--- src/ctzc_pkg.sv ---
// ctzc_pkg: constants, field layout and decode tables for the charger temperature-zone registers
// assumes: an apb slave whose registers each take one aligned 32-bit word (byte address = index * 4)
package ctzc_pkg;

  // register indices and apb byte addresses
  localparam int CTZC_ADDR_W = 12;
  localparam logic [7:0] CTZC_IDX_UPPER = 8'h08;
  localparam logic [7:0] CTZC_IDX_HOT = 8'h09;
  localparam logic [7:0] CTZC_IDX_LOWER = 8'h10;
  localparam logic [CTZC_ADDR_W-1:0] CTZC_ADDR_UPPER = {2'h0, CTZC_IDX_UPPER, 2'h0};
  localparam logic [CTZC_ADDR_W-1:0] CTZC_ADDR_HOT = {2'h0, CTZC_IDX_HOT, 2'h0};
  localparam logic [CTZC_ADDR_W-1:0] CTZC_ADDR_LOWER = {2'h0, CTZC_IDX_LOWER, 2'h0};

  // values after reset
  localparam logic [7:0] CTZC_RST_UPPER = 8'he3;
  localparam logic [7:0] CTZC_RST_HOT = 8'hc0;
  localparam logic [2:0] CTZC_RST_LOWER = 3'h5;

  // field positions: upper zone register
  localparam int CTZC_UP_THR_LSB = 5;
  localparam int CTZC_UP_VOLT_LSB = 3;
  localparam int CTZC_UP_CURR_LSB = 0;
  // field positions: hot zone and termination register
  localparam int CTZC_HOT_RSVD_BIT = 7;
  localparam int CTZC_HOT_RECHG_BIT = 6;
  localparam int CTZC_HOT_NOTERM_BIT = 5;
  localparam int CTZC_HOT_VOLT_LSB = 3;
  localparam int CTZC_HOT_CURR_LSB = 0;
  // field position: lower threshold register
  localparam int CTZC_LO_THR_LSB = 0;

  // zone indices into the per-zone setting arrays
  localparam int CTZC_NZONES = 2;
  localparam int CTZC_Z_MID = 0;
  localparam int CTZC_Z_HOT = 1;

  // threshold code to degrees c (two's complement)
  localparam logic signed [7:0] CTZC_TEMP_TBL [0:7] = '{
    8'hf6, 8'h00, 8'h0a, 8'h0f, 8'h28, 8'h2d, 8'h32, 8'h3c};
  // termination voltage code to millivolts
  localparam logic [11:0] CTZC_VOLT_TBL [0:3] = '{12'h7d0, 12'h802, 12'h81b, 12'h834};
  // current code to per-mille of the resistor-programmed current
  localparam logic [9:0] CTZC_CURR_TBL [0:7] = '{
    10'h000, 10'h0fa, 10'h177, 10'h1f4, 10'h271, 10'h2ee, 10'h36b, 10'h3e8};

  // temperature zone reported to the charger
  typedef enum logic [1:0] {
    CTZC_ZONE_COLD = 2'b00,
    CTZC_ZONE_MID = 2'b01,
    CTZC_ZONE_HOT = 2'b10
  } ctzc_zone_e;

endpackage : ctzc_pkg

--- src/ctzc_cfg_if.sv ---
// ctzc_cfg_if: raw register fields out to the decoder and decoded physical values back
// assumes: the decoder is purely combinational
`timescale 1ns/1ns
interface ctzc_cfg_if;
  import ctzc_pkg::*;
  logic [2:0] upper_sel;
  logic [2:0] lower_sel;
  logic [1:0] volt_sel [CTZC_NZONES];
  logic [2:0] curr_sel [CTZC_NZONES];
  logic signed [7:0] upper_temp;
  logic signed [7:0] lower_temp;
  logic [11:0] volt_mv [CTZC_NZONES];
  logic [9:0] curr_pm [CTZC_NZONES];

  modport regs (
    output upper_sel, lower_sel, volt_sel, curr_sel,
    input upper_temp, lower_temp, volt_mv, curr_pm
  );
  modport dec (
    input upper_sel, lower_sel, volt_sel, curr_sel,
    output upper_temp, lower_temp, volt_mv, curr_pm
  );
endinterface : ctzc_cfg_if

--- src/ctzc_decode.sv ---
// ctzc_decode: table lookup from register codes to degrees, millivolts and per-mille
// assumes: codes come from registers on the same clock; outputs are registered by the user
`timescale 1ns/1ns
module ctzc_decode
  import ctzc_pkg::*;
(
  ctzc_cfg_if.dec cfg
);

  // thresholds share one encoding for both edges of the middle zone
  assign cfg.upper_temp = CTZC_TEMP_TBL[cfg.upper_sel];
  assign cfg.lower_temp = CTZC_TEMP_TBL[cfg.lower_sel];

  // identical voltage and current tables for the middle and hot zones
  for (genvar z = 0; z < CTZC_NZONES; z++) begin : g_zone
    assign cfg.volt_mv[z] = CTZC_VOLT_TBL[cfg.volt_sel[z]];
    assign cfg.curr_pm[z] = CTZC_CURR_TBL[cfg.curr_sel[z]];
  end

endmodule : ctzc_decode

--- src/ctzc_regs.sv ---
// ctzc_regs: apb register bank for charger temperature-zone settings and zone selection
// assumes: apb master on sys_clk; charger status inputs and sensed temperature are asynchronous
`timescale 1ns/1ns
module ctzc_regs
  import ctzc_pkg::*;
(
  input wire logic sys_clk,
  input wire logic rst,
  input wire logic ce,
  input wire logic psel,
  input wire logic penable,
  input wire logic pwrite,
  input wire logic [CTZC_ADDR_W-1:0] paddr,
  input wire logic [31:0] pwdata,
  input wire logic [3:0] pstrb,
  output logic [31:0] prdata,
  output logic pready,
  output logic pslverr,
  input wire logic signed [7:0] measured_temp,
  input wire logic battery_low_voltage,
  input wire logic low_charge_current,
  output logic [1:0] temp_zone,
  output logic [11:0] term_voltage_mv,
  output logic [9:0] charge_current_permille,
  output logic auto_recharge_request,
  output logic charge_terminate_request
);

  ctzc_cfg_if cfg ();

  logic [7:0] charge_upper_zone_config;
  logic [6:0] charge_hot_zone_and_termination_config; // bit 7 is a constant
  logic [2:0] lower_zone_config;

  // two-flop synchronisers; the sensed temperature bus is assumed to change slowly
  // against sys_clk, so a bus-wide skew shows at most one sample of a mixed code
  logic signed [7:0] temp_meta;
  logic signed [7:0] temp_sync;
  logic vbat_meta;
  logic vbat_sync;
  logic ilow_meta;
  logic ilow_sync;

  always_ff @(posedge sys_clk) begin
    if (rst) begin
      temp_meta <= 8'h00;
      temp_sync <= 8'h00;
      vbat_meta <= 1'b0;
      vbat_sync <= 1'b0;
      ilow_meta <= 1'b0;
      ilow_sync <= 1'b0;
    end else if (ce) begin
      temp_meta <= measured_temp;
      temp_sync <= temp_meta;
      vbat_meta <= battery_low_voltage;
      vbat_sync <= vbat_meta;
      ilow_meta <= low_charge_current;
      ilow_sync <= ilow_meta;
    end
  end

  // apb decode: one word per register, anything else answers with an error
  wire sel_upper = (paddr == CTZC_ADDR_UPPER);
  wire sel_hot = (paddr == CTZC_ADDR_HOT);
  wire sel_lower = (paddr == CTZC_ADDR_LOWER);
  wire addr_hit = sel_upper | sel_hot | sel_lower;
  wire setup_ph = psel & ~penable;
  wire access_ph = psel & penable;
  // writes land on the single access edge; only byte lane 0 carries register bits
  wire wr_ok = ce & access_ph & pwrite & addr_hit & pstrb[0];
  wire [7:0] wbyte = pwdata[7:0];

  // zero wait states; a frozen block holds the master off
  assign pready = ce;
  assign pslverr = access_ph & ~addr_hit;

  // read view of the hot register: reserved top bit always reads one
  wire [7:0] hot_view = {1'b1, charge_hot_zone_and_termination_config};
  wire [7:0] rd_byte = sel_upper ? charge_upper_zone_config :
                       sel_hot ? hot_view :
                       sel_lower ? {5'h00, lower_zone_config} : 8'h00;

  // read data is captured in the setup cycle so it leaves from a flip-flop
  always_ff @(posedge sys_clk) begin
    if (rst) begin
      prdata <= 32'h0000_0000;
    end else if (ce && setup_ph) begin
      prdata <= {24'h00_0000, rd_byte};
    end
  end

  // register writes
  always_ff @(posedge sys_clk) begin
    if (rst) begin
      charge_upper_zone_config <= CTZC_RST_UPPER;
      charge_hot_zone_and_termination_config <= CTZC_RST_HOT[6:0];
      lower_zone_config <= CTZC_RST_LOWER;
    end else if (wr_ok) begin
      if (sel_upper) begin
        charge_upper_zone_config <= wbyte;
      end else if (sel_hot) begin
        charge_hot_zone_and_termination_config <= wbyte[6:0];
      end else if (sel_lower) begin
        lower_zone_config <= wbyte[2:0];
      end
    end
  end

  // field extraction towards the decoder
  assign cfg.upper_sel = charge_upper_zone_config[CTZC_UP_THR_LSB +: 3];
  assign cfg.lower_sel = lower_zone_config[CTZC_LO_THR_LSB +: 3];
  assign cfg.volt_sel[CTZC_Z_MID] = charge_upper_zone_config[CTZC_UP_VOLT_LSB +: 2];
  assign cfg.curr_sel[CTZC_Z_MID] = charge_upper_zone_config[CTZC_UP_CURR_LSB +: 3];
  assign cfg.volt_sel[CTZC_Z_HOT] = charge_hot_zone_and_termination_config[CTZC_HOT_VOLT_LSB +: 2];
  assign cfg.curr_sel[CTZC_Z_HOT] = charge_hot_zone_and_termination_config[CTZC_HOT_CURR_LSB +: 3];

  wire auto_recharge_enable = charge_hot_zone_and_termination_config[CTZC_HOT_RECHG_BIT];
  wire low_current_termination_disable =
    charge_hot_zone_and_termination_config[CTZC_HOT_NOTERM_BIT];

  ctzc_decode u_decode (
    .cfg(cfg)
  );

  // zone selection: hot strictly above upper, middle from lower up to upper
  wire is_hot = (temp_sync > cfg.upper_temp);
  wire is_mid = ~is_hot & (temp_sync >= cfg.lower_temp);
  ctzc_zone_e next_zone;
  assign next_zone = is_hot ? CTZC_ZONE_HOT : (is_mid ? CTZC_ZONE_MID : CTZC_ZONE_COLD);

  // cold zone has no settings of its own here, so it allows no fast charge current
  wire [11:0] next_volt = is_hot ? cfg.volt_mv[CTZC_Z_HOT] : cfg.volt_mv[CTZC_Z_MID];
  wire [9:0] next_curr = is_hot ? cfg.curr_pm[CTZC_Z_HOT] :
                         is_mid ? cfg.curr_pm[CTZC_Z_MID] : 10'h000;

  // charger control requests
  wire next_recharge = auto_recharge_enable & vbat_sync;
  wire next_terminate = ~low_current_termination_disable & ilow_sync;

  // registered outputs to the analog charger
  always_ff @(posedge sys_clk) begin
    if (rst) begin
      temp_zone <= CTZC_ZONE_COLD;
      term_voltage_mv <= 12'h000;
      charge_current_permille <= 10'h000;
      auto_recharge_request <= 1'b0;
      charge_terminate_request <= 1'b0;
    end else if (ce) begin
      temp_zone <= next_zone;
      term_voltage_mv <= next_volt;
      charge_current_permille <= next_curr;
      auto_recharge_request <= next_recharge;
      charge_terminate_request <= next_terminate;
    end
  end

endmodule : ctzc_regs

--- config.mk ---
export PLATFORM = sky130hd
export DESIGN_NAME = ctzc_regs
export DESIGN_NICKNAME = d
export VERILOG_FILES = /design/src/ctzc_pkg.sv /design/src/ctzc_cfg_if.sv /design/src/ctzc_decode.sv /design/src/ctzc_regs.sv
export SDC_FILE = /design/constraint.sdc
export NUM_CORES = 1
export LEC_CHECK = 0
export BUFFER_PORTS_ARGS = -buffer_cell sky130_fd_sc_hd__buf_2
export CORE_UTILIZATION = 53
export CTS_BUF_LIST = sky130_fd_sc_hd__clkbuf_8
export DETAILED_ROUTE_END_ITERATION = 7
export GPL_TIMING_DRIVEN = 0
export PLACE_DENSITY = 0.85
export SYNTH_ARGS = -nofsm -noshare
export SYNTH_HDL_FRONTEND = slang
export SYNTH_SLANG_ARGS = --single-unit
--- constraint.sdc ---
create_clock -name sys_clk -period 3.6 [get_ports sys_clk]
set_input_delay 0.36 -clock sys_clk [delete_from_list [all_inputs] [get_ports sys_clk]]
set_output_delay 0.36 -clock sys_clk [all_outputs]
set_load 0.02 [all_outputs]
==> results_dict.tcl <==
set metrics [dict create \
    drt_iter0_drc 172 \
    drv_slew 0 \
    p_int_mw 1.24 \
    postSynthAreaPerCell_um2 9.06 \
    rows 30 \
    start_util_pct 56.4 \
    ys_ff_latch 65 \
    setup_tns_ns 0 \
    r2r-end "charge_current_permille[1]" \
    hpwl_um 7210 \
    fmax_mhz 317 \
    clkPwrFrac_pct 41.6 \
    seq_power_share_pct 45.5 \
    irDropWorstVdd_mv 0.218 \
    setup_viol 0 \
    critPathLaunchType "register" \
    die_area_um2 7730 \
    worst_ep_required_time_ns 3.83 \
    cts_buffers 9 \
    clk_latency_ns 0.35 \
    reg2reg_depth 10 \
    syn_area_um2 3910 \
    grt_antenna_before_repair 0 \
    status "finished clean" \
    diodes 0 \
    reg2reg_from "cfg.lower_sel[1]" \
    synth_common_cells "dfxtp_1 (65), nor2_1 (62), ha_1 (48), mux2i_1 (48), buf_4 (33)" \
    min-delay-path-class "input pin to register" \
    yosysMostFrequentCell "dfxtp_1" \
    core_area_um2 6940 \
    multi_input_area_um2 2280 \
    power.share.combinational_pct 12.9 \
    die_width_um 87.9 \
    synth_edf_count 0 \
    syn_inst 432 \
    first_global_vias 3235 \
    ant_nets 0 \
    synthArstFlopShare_pct 0 \
    worstHoldStart "measured_temp[1]" \
    avgRoutedWirePerCell_um 14.9 \
    dr.pass1.iters 4 \
    yosysTopAreaCellShare_pct 33.2 \
    cp.arrival_ns 3.39 \
    cts_setup_buffers 0 \
    clkSinkCount 65 \
    cellLeakagePower_nw 2.37 \
    worst_setup_path_end_kind "register" \
    ff_latch_area_um2 1300 \
    cap_violations 0 \
    grt_usage_pct 25.4 \
    tightest_slew_ns 0.797 \
    drive_above_1_share_pct 24.7 \
    vias 3452 \
    grt_remaining_overflow 0 \
    crit_fanout 7 \
    holdBufCountCts 0 \
    r2r_slack_ns 0.45 \
    io_buffers 71 \
    finalCriticalPeriod_ns 3.15 \
    switching_share_pct 25.1 \
    vias_per_cell 5.41 \
    clockBufferDepth 2 \
    ys.warnings.count 0 \
    fin_util_pct 67.7 \
    synth_area_leaders "dfxtp_1 (33%), ha_1 (15%), mux2i_1 (12%)" \
    synth_top_area_cell "dfxtp_1" \
    syn_to_final_growth_pct 20.1 \
    clk_pin_slew_ns 0.07 \
    htreeDepth 3 \
    skew_ns 0.00783 \
    ys_types 46 \
    grt_max_degree 11 \
    io_pins 124 \
    min_to "temp_meta[1]" \
    drc 0 \
    tritoncts "yes" \
    powerDensity_nw_per_um2 351 \
    cts.repair.resized 0 \
    hold_viol 0 \
    final_nets 649 \
    root_buffer "clkbuf_8" \
    holdPathStages 3 \
    drt-total-wl_um 9520 \
    slew_headroom_pct 46.5 \
    gp_congestion 0.926 \
    yosys_most_used_dff "dfxtp_1" \
    grt_setup_unrepaired "no" \
    p_sw_uw 414 \
    grt_pass1_wl_um 14900 \
    die_y_um 87.9 \
    period_share_pct 87.5 \
    crit_type "register to register" \
    nFillCells 566 \
    seq_area_frac_synth_pct 33.2 \
]
[critical path, cell delays in order (launching register included)]
cell and delay [ns]:
dfxtp_1 0.46, inv_1 0.16, ha_1 0.21, nand2_1 0.13, a21boi_0 0.27, ha_1 0.30
a211oi_1 0.23, nor2_1 0.08, a311oi_1 0.67, nor4_1 0.16, a221o_1 0.38
[placed cells by master (no fill, tap or decap), drive strengths merged, types with 2 or more instances in the layout]
| cell type | count |
|---|---|
| a2111o | 2 |
| a211oi | 2 |
| a21boi | 2 |
| a21oi | 16 |
| a221o | 2 |
| a311oi | 7 |
| and2 | 3 |
| and4 | 2 |
| buf | 114 |
| clkbuf | 26 |
| conb | 24 |
| dfxtp | 65 |
| ha | 48 |
| inv | 23 |
| mux2 | 4 |
| mux2i | 48 |
| nand2 | 20 |
| nand2b | 2 |
| nand3 | 6 |
| nand4 | 4 |
| nor2 | 62 |
| nor2b | 5 |
| nor3 | 10 |
| nor4 | 2 |
| o211ai | 7 |
| o21ai | 8 |
| o221ai | 8 |
| o22ai | 4 |
| or3 | 3 |
| or4 | 2 |
[layout make-up]
cell class | count | share of cell area [%]
multi-input cells | 313 | 48.5
flip-flops and latches | 65 | 27.7
repair buffers | 71 | 7.56
plain buffers | 55 | 7.16
clock buffers | 14 | 4.10
well taps | 96 | 2.55
inverters | 22 | 1.76
clock inverters | 2 | 0.718
[per-stage QoR]
| stage | instances | total power [mW] | worst slack (ns) | cell area [um^2] | hold slack [ns] |
|---|---|---|---|---|---|
| finish | 638 | 1.65 | 0.448 | 4700 | 0.251 |
| detailed placement | 622 | 0.978 | 0.498 | 4480 | 0.451 |
| global route | 638 | 1.70 | 0.185 | 4700 | 0.264 |
| global placement | 622 | 0.970 | 0.662 | 4480 | 0.449 |
| CTS | 638 | 1.65 | 0.478 | 4700 | 0.250 |
| floorplan | 455 | 0.914 | 1.04 | 4000 | 0.460 |
[power by group through the flow]
stage               clock network (mW)  registers [mW]  logic [mW]
floorplan                            0           0.775       0.139
global placement                     0           0.766       0.204
detailed placement                   0           0.767       0.210
CTS                              0.690           0.751       0.211
global route                     0.720           0.753       0.232
finish                           0.688           0.751       0.213
[cell families after synthesis]
logic type | count (synthesis) | share of synthesized area [%]
AO/OA/AOI/OAI | 65 | 12.3
adder cells (fa/ha/maj) | 48 | 15.3
AND/OR/NAND/NOR | 124 | 14.9
flip-flops | 65 | 33.2
buffers and inverters | 77 | 10.7
multiplexers | 52 | 13.4
other | 1 | 0.0958
[flip-flops by register name, indices dropped and copies added (netlist names)]
register	count
ilow_sync	1
charge_upper_zone_config	8
temp_meta	8
charge_current_permille	9
ilow_meta	1
temp_zone	2
charge_terminate_request	1
vbat_sync	1
vbat_meta	1
prdata	8
cfg.lower_sel	3
temp_sync	8
auto_recharge_request	1
term_voltage_mv	6
charge_hot_zone_and_termination_config	7
[routing by layer]
layer | track usage, % | wire, um
met1 | 30.6 | 4110
met2 | 42.9 | 4620
met3 | 5.37 | 595
met4 | 12.4 | 195
met5 | 0 | 0
[how the worst max path moves through the flow]
stage | startpoint | to | slack [ns] | cells after the start
2_1_floorplan | charge_upper_zone_config[6] | charge_current_permille[6] | 1.04 | 9
3_3_place_gp | cfg.lower_sel[1] | charge_current_permille[1] | 0.66 | 9
3_5_place_dp | cfg.lower_sel[1] | charge_current_permille[9] | 0.50 | 10
4_1_cts | cfg.lower_sel[1] | charge_current_permille[9] | 0.48 | 10
5_1_grt | charge_upper_zone_config[6] | charge_current_permille[4] | 0.19 | 9
6_report | cfg.lower_sel[1] | charge_current_permille[1] | 0.45 | 10
(Power assumes the default switching activity.)
